[src/hw/clock_control_pkg.sv]
// Purpose: constants shared by the clock control block and its divider
// Assumes: 50 MHz core clock, AXI4-Lite register access, 32-bit data
// Notes:   every offset, field position, reset value and count lives here
package clock_control_pkg;

    // bus geometry
    localparam int              ADDR_W        = 8;
    localparam int              DATA_W        = 32;

    // register byte offsets
    localparam logic [7:0]      CC_OFS        = 8'h00;
    localparam logic [7:0]      TA_OFS        = 8'h04;
    localparam logic [7:0]      STAT_OFS      = 8'h08;
    localparam logic [7:0]      OPT_OFS       = 8'h0C;

    // clock control fields
    localparam int              CC_STRETCH_BIT = 0;
    localparam int              CC_T0_BIT      = 3;
    localparam logic [7:0]      CC_WMASK       = 8'h39;
    localparam logic [7:0]      CC_RESET       = 8'h39;

    // status fields
    localparam int              ST_WIN_BIT     = 0;
    localparam int              ST_OPT_BIT     = 1;
    localparam int              ST_REFUSED_BIT = 2;
    localparam int              ST_BUSY_BIT    = 3;
    localparam int              ST_EFF_LSB     = 4;

    // option register
    localparam int              OPT_TWELVE_BIT = 0;
    localparam logic            OPT_RESET      = 1'h0;

    // timed-access unlock
    localparam logic [7:0]      TA_KEY1        = 8'hAA;
    localparam logic [7:0]      TA_KEY2        = 8'h55;
    localparam logic [3:0]      TA_WINDOW_CYC  = 4'h4;

    // divider phases: 12 clocks per full period
    localparam logic [3:0]      PHASE_MID      = 4'h5;
    localparam logic [3:0]      PHASE_LAST     = 4'hB;

    // machine cycle lengths in core clocks
    localparam logic [4:0]      MC_TURBO_CYC   = 5'h06;
    localparam logic [4:0]      MC_STD_CYC     = 5'h0C;

    // bus responses
    localparam logic [1:0]      RESP_OKAY      = 2'h0;
    localparam logic [1:0]      RESP_SLVERR    = 2'h2;

    // transfer sequencer states
    typedef enum logic {XF_IDLE, XF_STROBE} xfer_state_e;

endpackage

[src/hw/timebase_divider.sv]
// Purpose: free-running divide-by-6 and divide-by-12 enable pulses
// Assumes: single core clock, synchronised active-low reset
// Notes:   both pulses share one counter so they stay phase aligned
`timescale 1ns/100ps
module timebase_divider
    import clock_control_pkg::*;
(
    input  wire logic       i_mclk,
    input  wire logic       i_rst_n,
    output logic [3:0]      o_phase,
    output logic            o_tick6,
    output logic            o_tick12
);

    logic [3:0] phase_d;    // next phase
    logic       tick6_d;    // next divide-by-6 pulse
    logic       tick12_d;   // next divide-by-12 pulse

    // phase walks 0..11; pulses mark the half and full period
    always_comb begin
        phase_d  = (o_phase == PHASE_LAST) ? 4'h0 : o_phase + 4'h1;
        tick6_d  = (o_phase == PHASE_MID) || (o_phase == PHASE_LAST);
        tick12_d = (o_phase == PHASE_LAST);
    end

    // registered so that every pulse is glitch free
    always_ff @(posedge i_mclk or negedge i_rst_n) begin
        if (!i_rst_n) begin
            o_phase  <= 4'h0;
            o_tick6  <= 1'b0;
            o_tick12 <= 1'b0;
        end else begin
            o_phase  <= phase_d;
            o_tick6  <= tick6_d;
            o_tick12 <= tick12_d;
        end
    end

endmodule // timebase_divider

[src/hw/clock_control.sv]
// Purpose: clock control register, timer time-base and transfer stretch
// Assumes: AXI4-Lite master, one write and one read outstanding at most
// Notes:   clock control writes need the timed-access unlock first
//
// Decided for this implementation: the address map and the AXI4-Lite register port.
`timescale 1ns/100ps
module clock_control
    import clock_control_pkg::*;
(
    input  wire logic              i_mclk,
    input  wire logic              i_rstn,
    // write address channel
    input  wire logic              i_awvalid,
    output logic                   o_awready,
    input  wire logic [ADDR_W-1:0] i_awaddr,
    // write data channel
    input  wire logic              i_wvalid,
    output logic                   o_wready,
    input  wire logic [DATA_W-1:0] i_wdata,
    input  wire logic [3:0]        i_wstrb,
    // write response channel
    output logic                   o_bvalid,
    input  wire logic              i_bready,
    output logic [1:0]             o_bresp,
    // read address channel
    input  wire logic              i_arvalid,
    output logic                   o_arready,
    input  wire logic [ADDR_W-1:0] i_araddr,
    // read data channel
    output logic                   o_rvalid,
    input  wire logic              i_rready,
    output logic [DATA_W-1:0]      o_rdata,
    output logic [1:0]             o_rresp,
    // timer count enables
    output logic                   o_timer0_tick,
    output logic                   o_timer1_tick,
    output logic                   o_timer2_tick,
    // external data transfer
    input  wire logic              i_xfer_req,
    output logic                   o_xfer_strobe,
    output logic                   o_xfer_done
);

    // reset release: asserted at once, removed through two flops
    logic rst_s1_q;
    logic rst_n;

    always_ff @(posedge i_mclk or negedge i_rstn) begin
        if (!i_rstn) begin
            rst_s1_q <= 1'b0;
            rst_n    <= 1'b0;
        end else begin
            rst_s1_q <= 1'b1;
            rst_n    <= rst_s1_q;
        end
    end

    // shared divider
    logic [3:0] phase;      // divider phase, for checking only
    logic       tick6;      // divide-by-6 enable
    logic       tick12;     // divide-by-12 enable

    timebase_divider u_div (
        .i_mclk   (i_mclk),
        .i_rst_n  (rst_n),
        .o_phase  (phase),
        .o_tick6  (tick6),
        .o_tick12 (tick12)
    );

    // register and bus state
    logic [7:0]        cc_q, cc_d;           // clock control contents
    logic              opt_q, opt_d;         // twelve-clock option
    logic              stage_q, stage_d;     // first key seen
    logic [3:0]        win_q, win_d;         // unlock cycles left
    logic              refused_q, refused_d; // locked write seen
    logic              aw_have_q, aw_have_d; // write address held
    logic [ADDR_W-1:0] aw_addr_q, aw_addr_d;
    logic              w_have_q, w_have_d;   // write data held
    logic [7:0]        w_data_q, w_data_d;   // only byte lane 0 used
    logic              w_lane_q, w_lane_d;   // byte lane 0 enabled
    logic              awready_d, wready_d, bvalid_d, arready_d;
    logic              rvalid_d;
    logic [1:0]        bresp_d, rresp_d;
    logic [DATA_W-1:0] rdata_d;
    logic              do_write;             // both halves present
    logic              win_open;             // unlock window live
    logic [2:0]        eff12;                // timer runs at /12
    logic              xf_busy;              // transfer in progress

    assign win_open = (win_q != 4'h0);

    // per-timer effective select: option forces divide-by-12
    genvar g;
    generate
        for (g = 0; g < 3; g++) begin : g_eff
            assign eff12[g] = opt_q | cc_q[CC_T0_BIT+g];
        end
    endgenerate

    // bus slave, register writes, unlock sequence, read mux
    always_comb begin
        cc_d      = cc_q;
        opt_d     = opt_q;
        stage_d   = stage_q;
        refused_d = refused_q;
        aw_have_d = aw_have_q;
        aw_addr_d = aw_addr_q;
        w_have_d  = w_have_q;
        w_data_d  = w_data_q;
        w_lane_d  = w_lane_q;
        bvalid_d  = o_bvalid;
        bresp_d   = o_bresp;
        rvalid_d  = o_rvalid;
        rresp_d   = o_rresp;
        rdata_d   = o_rdata;
        // window counts down on its own
        win_d     = win_open ? win_q - 4'h1 : 4'h0;
        do_write  = aw_have_q && w_have_q && !o_bvalid;
        // address and data are taken in either order
        if (i_awvalid && o_awready) begin
            aw_have_d = 1'b1;
            aw_addr_d = i_awaddr;
        end
        if (i_wvalid && o_wready) begin
            w_have_d = 1'b1;
            w_data_d = i_wdata[7:0];
            w_lane_d = i_wstrb[0];
        end
        if (o_bvalid && i_bready) begin
            bvalid_d = 1'b0;
        end
        if (do_write) begin
            aw_have_d = 1'b0;
            w_have_d  = 1'b0;
            bvalid_d  = 1'b1;
            bresp_d   = RESP_OKAY;
            unique case (aw_addr_q)
                CC_OFS: begin
                    if (!w_lane_q) begin
                        // no byte enabled: nothing to store
                    end else if (win_open) begin
                        // reserved bits never stored
                        cc_d  = w_data_q & CC_WMASK;
                        win_d = 4'h0; // one write per unlock
                    end else begin
                        refused_d = 1'b1; // locked write ignored
                    end
                end
                TA_OFS: begin
                    // keys must arrive back to back on this port
                    if (w_lane_q && w_data_q == TA_KEY1) begin
                        stage_d = 1'b1;
                    end else if (w_lane_q && stage_q
                                 && w_data_q == TA_KEY2) begin
                        stage_d = 1'b0;
                        win_d   = TA_WINDOW_CYC;
                    end else begin
                        stage_d = 1'b0;
                    end
                end
                STAT_OFS: begin
                    // write one clears; a new refusal still wins
                    if (w_lane_q && w_data_q[ST_REFUSED_BIT]) begin
                        refused_d = 1'b0;
                    end
                end
                OPT_OFS: begin
                    if (w_lane_q) begin
                        opt_d = w_data_q[OPT_TWELVE_BIT];
                    end
                end
                default: begin
                    bresp_d = RESP_SLVERR; // unmapped address
                end
            endcase
            // any other write breaks a half-done key pair
            if (aw_addr_q != TA_OFS) begin
                stage_d = 1'b0;
            end
        end
        // read answer; clock control needs no unlock
        if (o_rvalid && i_rready) begin
            rvalid_d = 1'b0;
        end
        if (i_arvalid && o_arready) begin
            rvalid_d = 1'b1;
            rresp_d  = RESP_OKAY;
            rdata_d  = '0;
            unique case (i_araddr)
                CC_OFS: begin
                    rdata_d[7:0] = cc_q;
                end
                TA_OFS: begin
                    rdata_d = '0; // keys are write only
                end
                STAT_OFS: begin
                    rdata_d[ST_WIN_BIT]     = win_open;
                    rdata_d[ST_OPT_BIT]     = opt_q;
                    rdata_d[ST_REFUSED_BIT] = refused_q;
                    rdata_d[ST_BUSY_BIT]    = xf_busy;
                    rdata_d[ST_EFF_LSB+:3]  = eff12;
                end
                OPT_OFS: begin
                    rdata_d[OPT_TWELVE_BIT] = opt_q;
                end
                default: begin
                    rresp_d = RESP_SLVERR;
                end
            endcase
        end
        // readies from next state so that outputs stay registered
        awready_d = !aw_have_d && !bvalid_d;
        wready_d  = !w_have_d && !bvalid_d;
        arready_d = !rvalid_d;
    end

    // register the bus and control state
    always_ff @(posedge i_mclk or negedge rst_n) begin
        if (!rst_n) begin
            cc_q      <= CC_RESET; // stretch of one machine cycle
            opt_q     <= OPT_RESET;
            stage_q   <= 1'b0;
            win_q     <= 4'h0;
            refused_q <= 1'b0;
            aw_have_q <= 1'b0;
            aw_addr_q <= '0;
            w_have_q  <= 1'b0;
            w_data_q  <= 8'h00;
            w_lane_q  <= 1'b0;
            o_awready <= 1'b0;
            o_wready  <= 1'b0;
            o_bvalid  <= 1'b0;
            o_bresp   <= RESP_OKAY;
            o_arready <= 1'b0;
            o_rvalid  <= 1'b0;
            o_rresp   <= RESP_OKAY;
            o_rdata   <= '0;
        end else begin
            cc_q      <= cc_d;
            opt_q     <= opt_d;
            stage_q   <= stage_d;
            win_q     <= win_d;
            refused_q <= refused_d;
            aw_have_q <= aw_have_d;
            aw_addr_q <= aw_addr_d;
            w_have_q  <= w_have_d;
            w_data_q  <= w_data_d;
            w_lane_q  <= w_lane_d;
            o_awready <= awready_d;
            o_wready  <= wready_d;
            o_bvalid  <= bvalid_d;
            o_bresp   <= bresp_d;
            o_arready <= arready_d;
            o_rvalid  <= rvalid_d;
            o_rresp   <= rresp_d;
            o_rdata   <= rdata_d;
        end
    end

    // timer enables: pick the divider output per timer
    logic [2:0] tick_d;

    always_comb begin
        tick_d = (eff12 & {3{tick12}}) | (~eff12 & {3{tick6}});
    end

    always_ff @(posedge i_mclk or negedge rst_n) begin
        if (!rst_n) begin
            o_timer0_tick <= 1'b0;
            o_timer1_tick <= 1'b0;
            o_timer2_tick <= 1'b0;
        end else begin
            o_timer0_tick <= tick_d[0];
            o_timer1_tick <= tick_d[1];
            o_timer2_tick <= tick_d[2];
        end
    end

    // transfer sequencer: strobe lasts one machine cycle, plus one
    // more when stretched; settings are caught at the start so a
    // mid-transfer register write cannot cut a strobe short
    xfer_state_e xf_q, xf_d;
    logic [4:0]  cnt_q, cnt_d;         // cycles left in strobe
    logic [4:0]  xfer_len_q, xfer_len_d;
    logic [4:0]  mc_len;               // machine cycle in clocks
    logic [4:0]  len_now;              // length if started now
    logic        strobe_d, done_d;

    assign xf_busy = (xf_q == XF_STROBE);
    assign mc_len  = opt_q ? MC_STD_CYC : MC_TURBO_CYC;
    assign len_now = cc_q[CC_STRETCH_BIT] ? {mc_len[3:0], 1'b0}
                                          : mc_len;

    always_comb begin
        xf_d       = xf_q;
        cnt_d      = cnt_q;
        xfer_len_d = xfer_len_q;
        strobe_d   = o_xfer_strobe;
        done_d     = 1'b0;
        unique case (xf_q)
            XF_IDLE: begin
                // requests while busy are not queued
                if (i_xfer_req) begin
                    xf_d       = XF_STROBE;
                    cnt_d      = len_now - 5'h01;
                    xfer_len_d = len_now;
                    strobe_d   = 1'b1;
                end
            end
            XF_STROBE: begin
                if (cnt_q == 5'h00) begin
                    xf_d     = XF_IDLE;
                    strobe_d = 1'b0;
                    done_d   = 1'b1;
                end else begin
                    cnt_d = cnt_q - 5'h01;
                end
            end
        endcase
    end

    always_ff @(posedge i_mclk or negedge rst_n) begin
        if (!rst_n) begin
            xf_q          <= XF_IDLE;
            cnt_q         <= 5'h00;
            xfer_len_q    <= 5'h00;
            o_xfer_strobe <= 1'b0;
            o_xfer_done   <= 1'b0;
        end else begin
            xf_q          <= xf_d;
            cnt_q         <= cnt_d;
            xfer_len_q    <= xfer_len_d;
            o_xfer_strobe <= strobe_d;
            o_xfer_done   <= done_d;
        end
    end

    // helper: strobe length counter for checking
    logic [4:0] strb_len_q;

    always_ff @(posedge i_mclk or negedge rst_n) begin
        if (!rst_n) begin
            strb_len_q <= 5'h00;
        end else begin
            strb_len_q <= o_xfer_strobe ? strb_len_q + 5'h01 : 5'h00;
        end
    end

    timer0_rate_a: assert property (
        @(posedge i_mclk) disable iff (!rst_n)
        o_timer0_tick |-> ($past(phase, 2) == PHASE_LAST) ||
            ($past(phase, 2) == PHASE_MID && !$past(eff12[0])))
        else $error("timer0 tick at wrong divider phase");

    option_override_a: assert property (
        @(posedge i_mclk) disable iff (!rst_n)
        ($past(opt_q) && (o_timer1_tick || o_timer2_tick))
            |-> $past(phase, 2) == PHASE_LAST)
        else $error("timer ran fast with twelve-clock option");

    strobe_length_a: assert property (
        @(posedge i_mclk) disable iff (!rst_n)
        $fell(o_xfer_strobe) |-> strb_len_q == xfer_len_q && o_xfer_done)
        else $error("transfer strobe length wrong");

    fast_access_a: assert property (
        @(posedge i_mclk) disable iff (!rst_n)
        (xf_q == XF_IDLE && i_xfer_req && !cc_q[CC_STRETCH_BIT])
            |=> xfer_len_q == $past(mc_len))
        else $error("unstretched transfer not one machine cycle");

    free_read_a: assert property (
        @(posedge i_mclk) disable iff (!rst_n)
        (i_arvalid && o_arready && i_araddr == CC_OFS)
            |=> o_rvalid && o_rdata[7:0] == $past(cc_q))
        else $error("clock control read did not return contents");

    locked_write_a: assert property (
        @(posedge i_mclk) disable iff (!rst_n)
        (do_write && aw_addr_q == CC_OFS && !win_open && w_lane_q)
            |=> $stable(cc_q) && refused_q)
        else $error("locked write changed clock control");

    timer2_rate_a: assert property (
        @(posedge i_mclk) disable iff (!rst_n)
        o_timer2_tick |-> ($past(phase, 2) == PHASE_LAST) ||
            ($past(phase, 2) == PHASE_MID && !$past(eff12[2])))
        else $error("timer2 tick at wrong divider phase");

    reserved_zero_a: assert property (
        @(posedge i_mclk) disable iff (!rst_n)
        (i_arvalid && o_arready && i_araddr == CC_OFS)
            |=> (o_rdata & ~{24'h000000, CC_WMASK}) == '0)
        else $error("reserved clock control bits read nonzero");

endmodule // clock_control

[config.mk]
export PLATFORM = sky130hd
export DESIGN_NAME = clock_control
export DESIGN_NICKNAME = d
export VERILOG_FILES = /design/src/hw/clock_control_pkg.sv /design/src/hw/timebase_divider.sv /design/src/hw/clock_control.sv
export SDC_FILE = /design/constraint.sdc
export NUM_CORES = 1
export LEC_CHECK = 0
export CORE_UTILIZATION = 55
export CTS_CLUSTER_DIAMETER = 40
export DETAILED_ROUTE_END_ITERATION = 10
export DONT_BUFFER_PORTS = 1
export GPL_ROUTABILITY_DRIVEN = 1
export HOLD_SLACK_MARGIN = 0.05
export PLACE_DENSITY = 0.7
export SLEW_MARGIN = 20
export SYNTH_ARGS = -nofsm -noshare
export SYNTH_HDL_FRONTEND = slang
export SYNTH_SLANG_ARGS = --single-unit
[constraint.sdc]
create_clock -name i_mclk -period 3.4 [get_ports i_mclk]
set_clock_uncertainty 0.2 [all_clocks]
set_input_delay 0.68 -clock i_mclk [delete_from_list [all_inputs] [get_ports i_mclk]]
set_output_delay 0.68 -clock i_mclk [all_outputs]
set_load 0.02 [all_outputs]
==> results.ini <==
[outcome]
outcome = finished clean

[layout]
drive_gt1_frac = 0.197
antenna_cells = 0
seq_area_um2 = 1580
fin_nets = 333
layoutNonFillerInstCount = 344
fillers = 435
fin_util = 0.603
syn2layout_area_growth_pct = 5.27
finish.instance_area_um2 = 3100
multi_input_area_um2 = 1200

[detailed_routing]
drcViolationCount = 0
viasPerCell = 5.20
ant_nets = 0
drt_iter0_drc = 45
wl_per_cell_um = 14.0
routed_wl_um = 4800
dr.pass1.iters = 4
num_vias = 1788

[grt]
grt_pass1_vias = 1623
antenna_found_initial = 0
grt-ovfl-total = 0
grt_max_degree = 42
grt_pass1_wl_um = 7670
grt.total_usage = 0.188

[critical_path]
slowest_delay_ps = 470
worstPathRequired_ps = 3430
crit_buf_inv = 0
slowest_stage = dfrtp_1
worstSetupEndpointType = flip-flop
path_max_fanout = 10
path_delay_family = simple AND/OR/NAND/NOR gates
arrival_ps = 2050
crit_path_start_kind = flip-flop
crit_chain = and3b_1, nand4_1, nor2_1, mux2_2
critPathKind = reg -> reg

[timing]
tightest_slew_ps = 862
max_slew_margin = 0.426
period_share = 0.594
finalHoldViolCount = 0
tns_ps = 0
fmax_mhz = 495
rsz0062_at_grt = false
slew_viol_final = 0
min_period_ps = 2020
holdWs_ps = 155
setup_viol = 0

[power]
leakage_uw = 0.00137
p_sw_frac = 0.356
pwr-share-seq = 0.519
power_frac_clock = 0.233
intPower_uw = 1560
p_comb_frac = 0.249
switching_power_uw = 862
ir_drop_mv = 0.471
p_per_area_nw_per_um2 = 781

[placed_design]
dpl_cell_area_um2 = 2920
io_buffers = 0
hpwlAfterDp_um = 3360
dp_cells = 327
globalplace.congestion = 0.790

[clocking]
h-tree-depth = 3
clock_path_buffers = 2
clock_sinks = 63
cts_tree = yes
post_cts_resized = 0
clock_latency_ps = 340
cts-buffers-inserted = 9
clkTransAtPathRegs_ps = 70
root_buffer = clkbuf_8

[yosys]
seq_area_frac_synth = 0.537
yosys.area.top_type_share = 0.501
synth-edff-count = 0
syn_area_um2 = 2950
ys_seq_elements = 63
synth.avg_cell_area_um2 = 11.2
ys.flop_type = dfrtp_1
synth_largest_area_cell = dfrtp_1
synth_warnings = 0
ys_async_sr_fraction = 1.00
netlist_instances = 262
synth_area_leaders = dfrtp_1, mux2_2, buf_4
synth.distinct_cells = 48

[die]
die_area_um2 = 5650
die_width_um = 75.2
core_um2 = 5140
rows = 26
fp.dieH_um = 75.2
start_util = 0.573
ioPinCount = 106

[job]
maxCapViolations = 0

[worst_hold_path]
min_path_type = reg -> reg

-- routing by layer --
layer / share of wire / routed length (µm) / GRT usage / vias up
met2: 0.47 / 2230 / 0.276 / 61
met5: 0 / 0 / 0 / -
met4: 0.013 / 63 / 0.0844 / 0
met3: 0.073 / 352 / 0.0830 / 9
met1: 0.45 / 2150 / 0.242 / 851
li1: - / - / - / 867
-- synth_stat cells (all sizes together), types with 2 or more instances --
cell type and number:
dfrtp 59, nor2 27, o21ai 16, buf 28, conb 2, nand3 2
nor4 2, xnor2 5, a32o 2, a31oi 3, nand2 23, nor3 4
nor3b 3, or2 2, inv 10, dfstp 4, a21oi 6, ha 4
a221oi 2, nand4b 2, nand3b 3, mux2 27, clkbuf 4, nor4bb 3
nor2b 4
-- repair_timing --
action                                 in CTS  in global routing
hold buffers                                1                  0
setup endpoints to repair                   0                  0
setup buffers                               0                  0
endpoints found under the hold margin       2                  0
-- state kept, by name (all words and copies together), names as in the netlist, 4 cells and up --
name / flops
aw_addr_q: 8
w_data_q: 8
o_rdata: 7
cnt_q: 5
cc_q: 4
u_div.o_phase: 4
win_q: 4
-- cell usage in the layout (no fill, tap or decap), drive strengths merged, types with 3 or more instances in the layout --
cell type  Yosys  layout
nor3b          3       3
nor3           4       4
nor2          27      27
clkinv         0       4
clkbuf         4       9
nand2         23      23
a31oi          3       3
clkinvlp       0       3
nor2b          4       4
nand3b         3       3
dfstp          4       4
nor4bb         3       3
o21ai         16      16
a21oi          6       6
ha             4       4
conb           2      28
dfrtp         59      59
xnor2          5       5
inv           10      10
mux2          27      27
-- power groups by stage --
| stage | Combinational, µW | Sequential, µW | Clock, µW |
|---|---|---|---|
| final | 602 | 1260 | 563 |
| after floorplan | 572 | 1200 | 0 |
| after detailed placement | 606 | 1270 | 0 |
| after CTS | 611 | 1260 | 584 |
| after global placement | 585 | 1260 | 0 |
| after global routing | 681 | 1300 | 613 |
-- cell type report --
type                       count  area share
multi-input combinational    183       0.388
inverter                      10      0.0121
timing repair buffer           2     0.00565
clock buffer                   9      0.0399
sequential                    63       0.510
clock inverter                 7      0.0161
tap                           70      0.0282
-- stage by stage --
stage | setup WS, ps | power (µW)
global placement | 1350 | 1840
CTS | 1360 | 2450
floorplan | 1320 | 1770
finish | 1380 | 2420
detailed placement | 1330 | 1880
global route | 1210 | 2600
-- kinds of logic after synthesis --
group,Yosys count,share of synthesized area
other cells,2,0.00255
buf+inv,42,0.0883
mux,28,0.107
xor+xnor,6,0.0178
flops,63,0.537
compound gates,37,0.0815
fa+ha+maj,4,0.0170
simple gates,80,0.149
-- path summary, 6_finish.rpt --
check / from / to / slack [ps] / cells past startpoint
max: o_bvalid / opt_q / 1380 / 4
min: rst_s1_q / rst_n / 150 / 0
max reg2reg: o_bvalid / opt_q / 1380 / 4
min reg2reg: rst_s1_q / rst_n / 150 / 0
max in group asynchronous: rst_n / o_xfer_strobe / 2020 / 1
min in group asynchronous: rst_n / u_div.o_phase[3] / 190 / 0
Power figures use the tool's default switching activity.
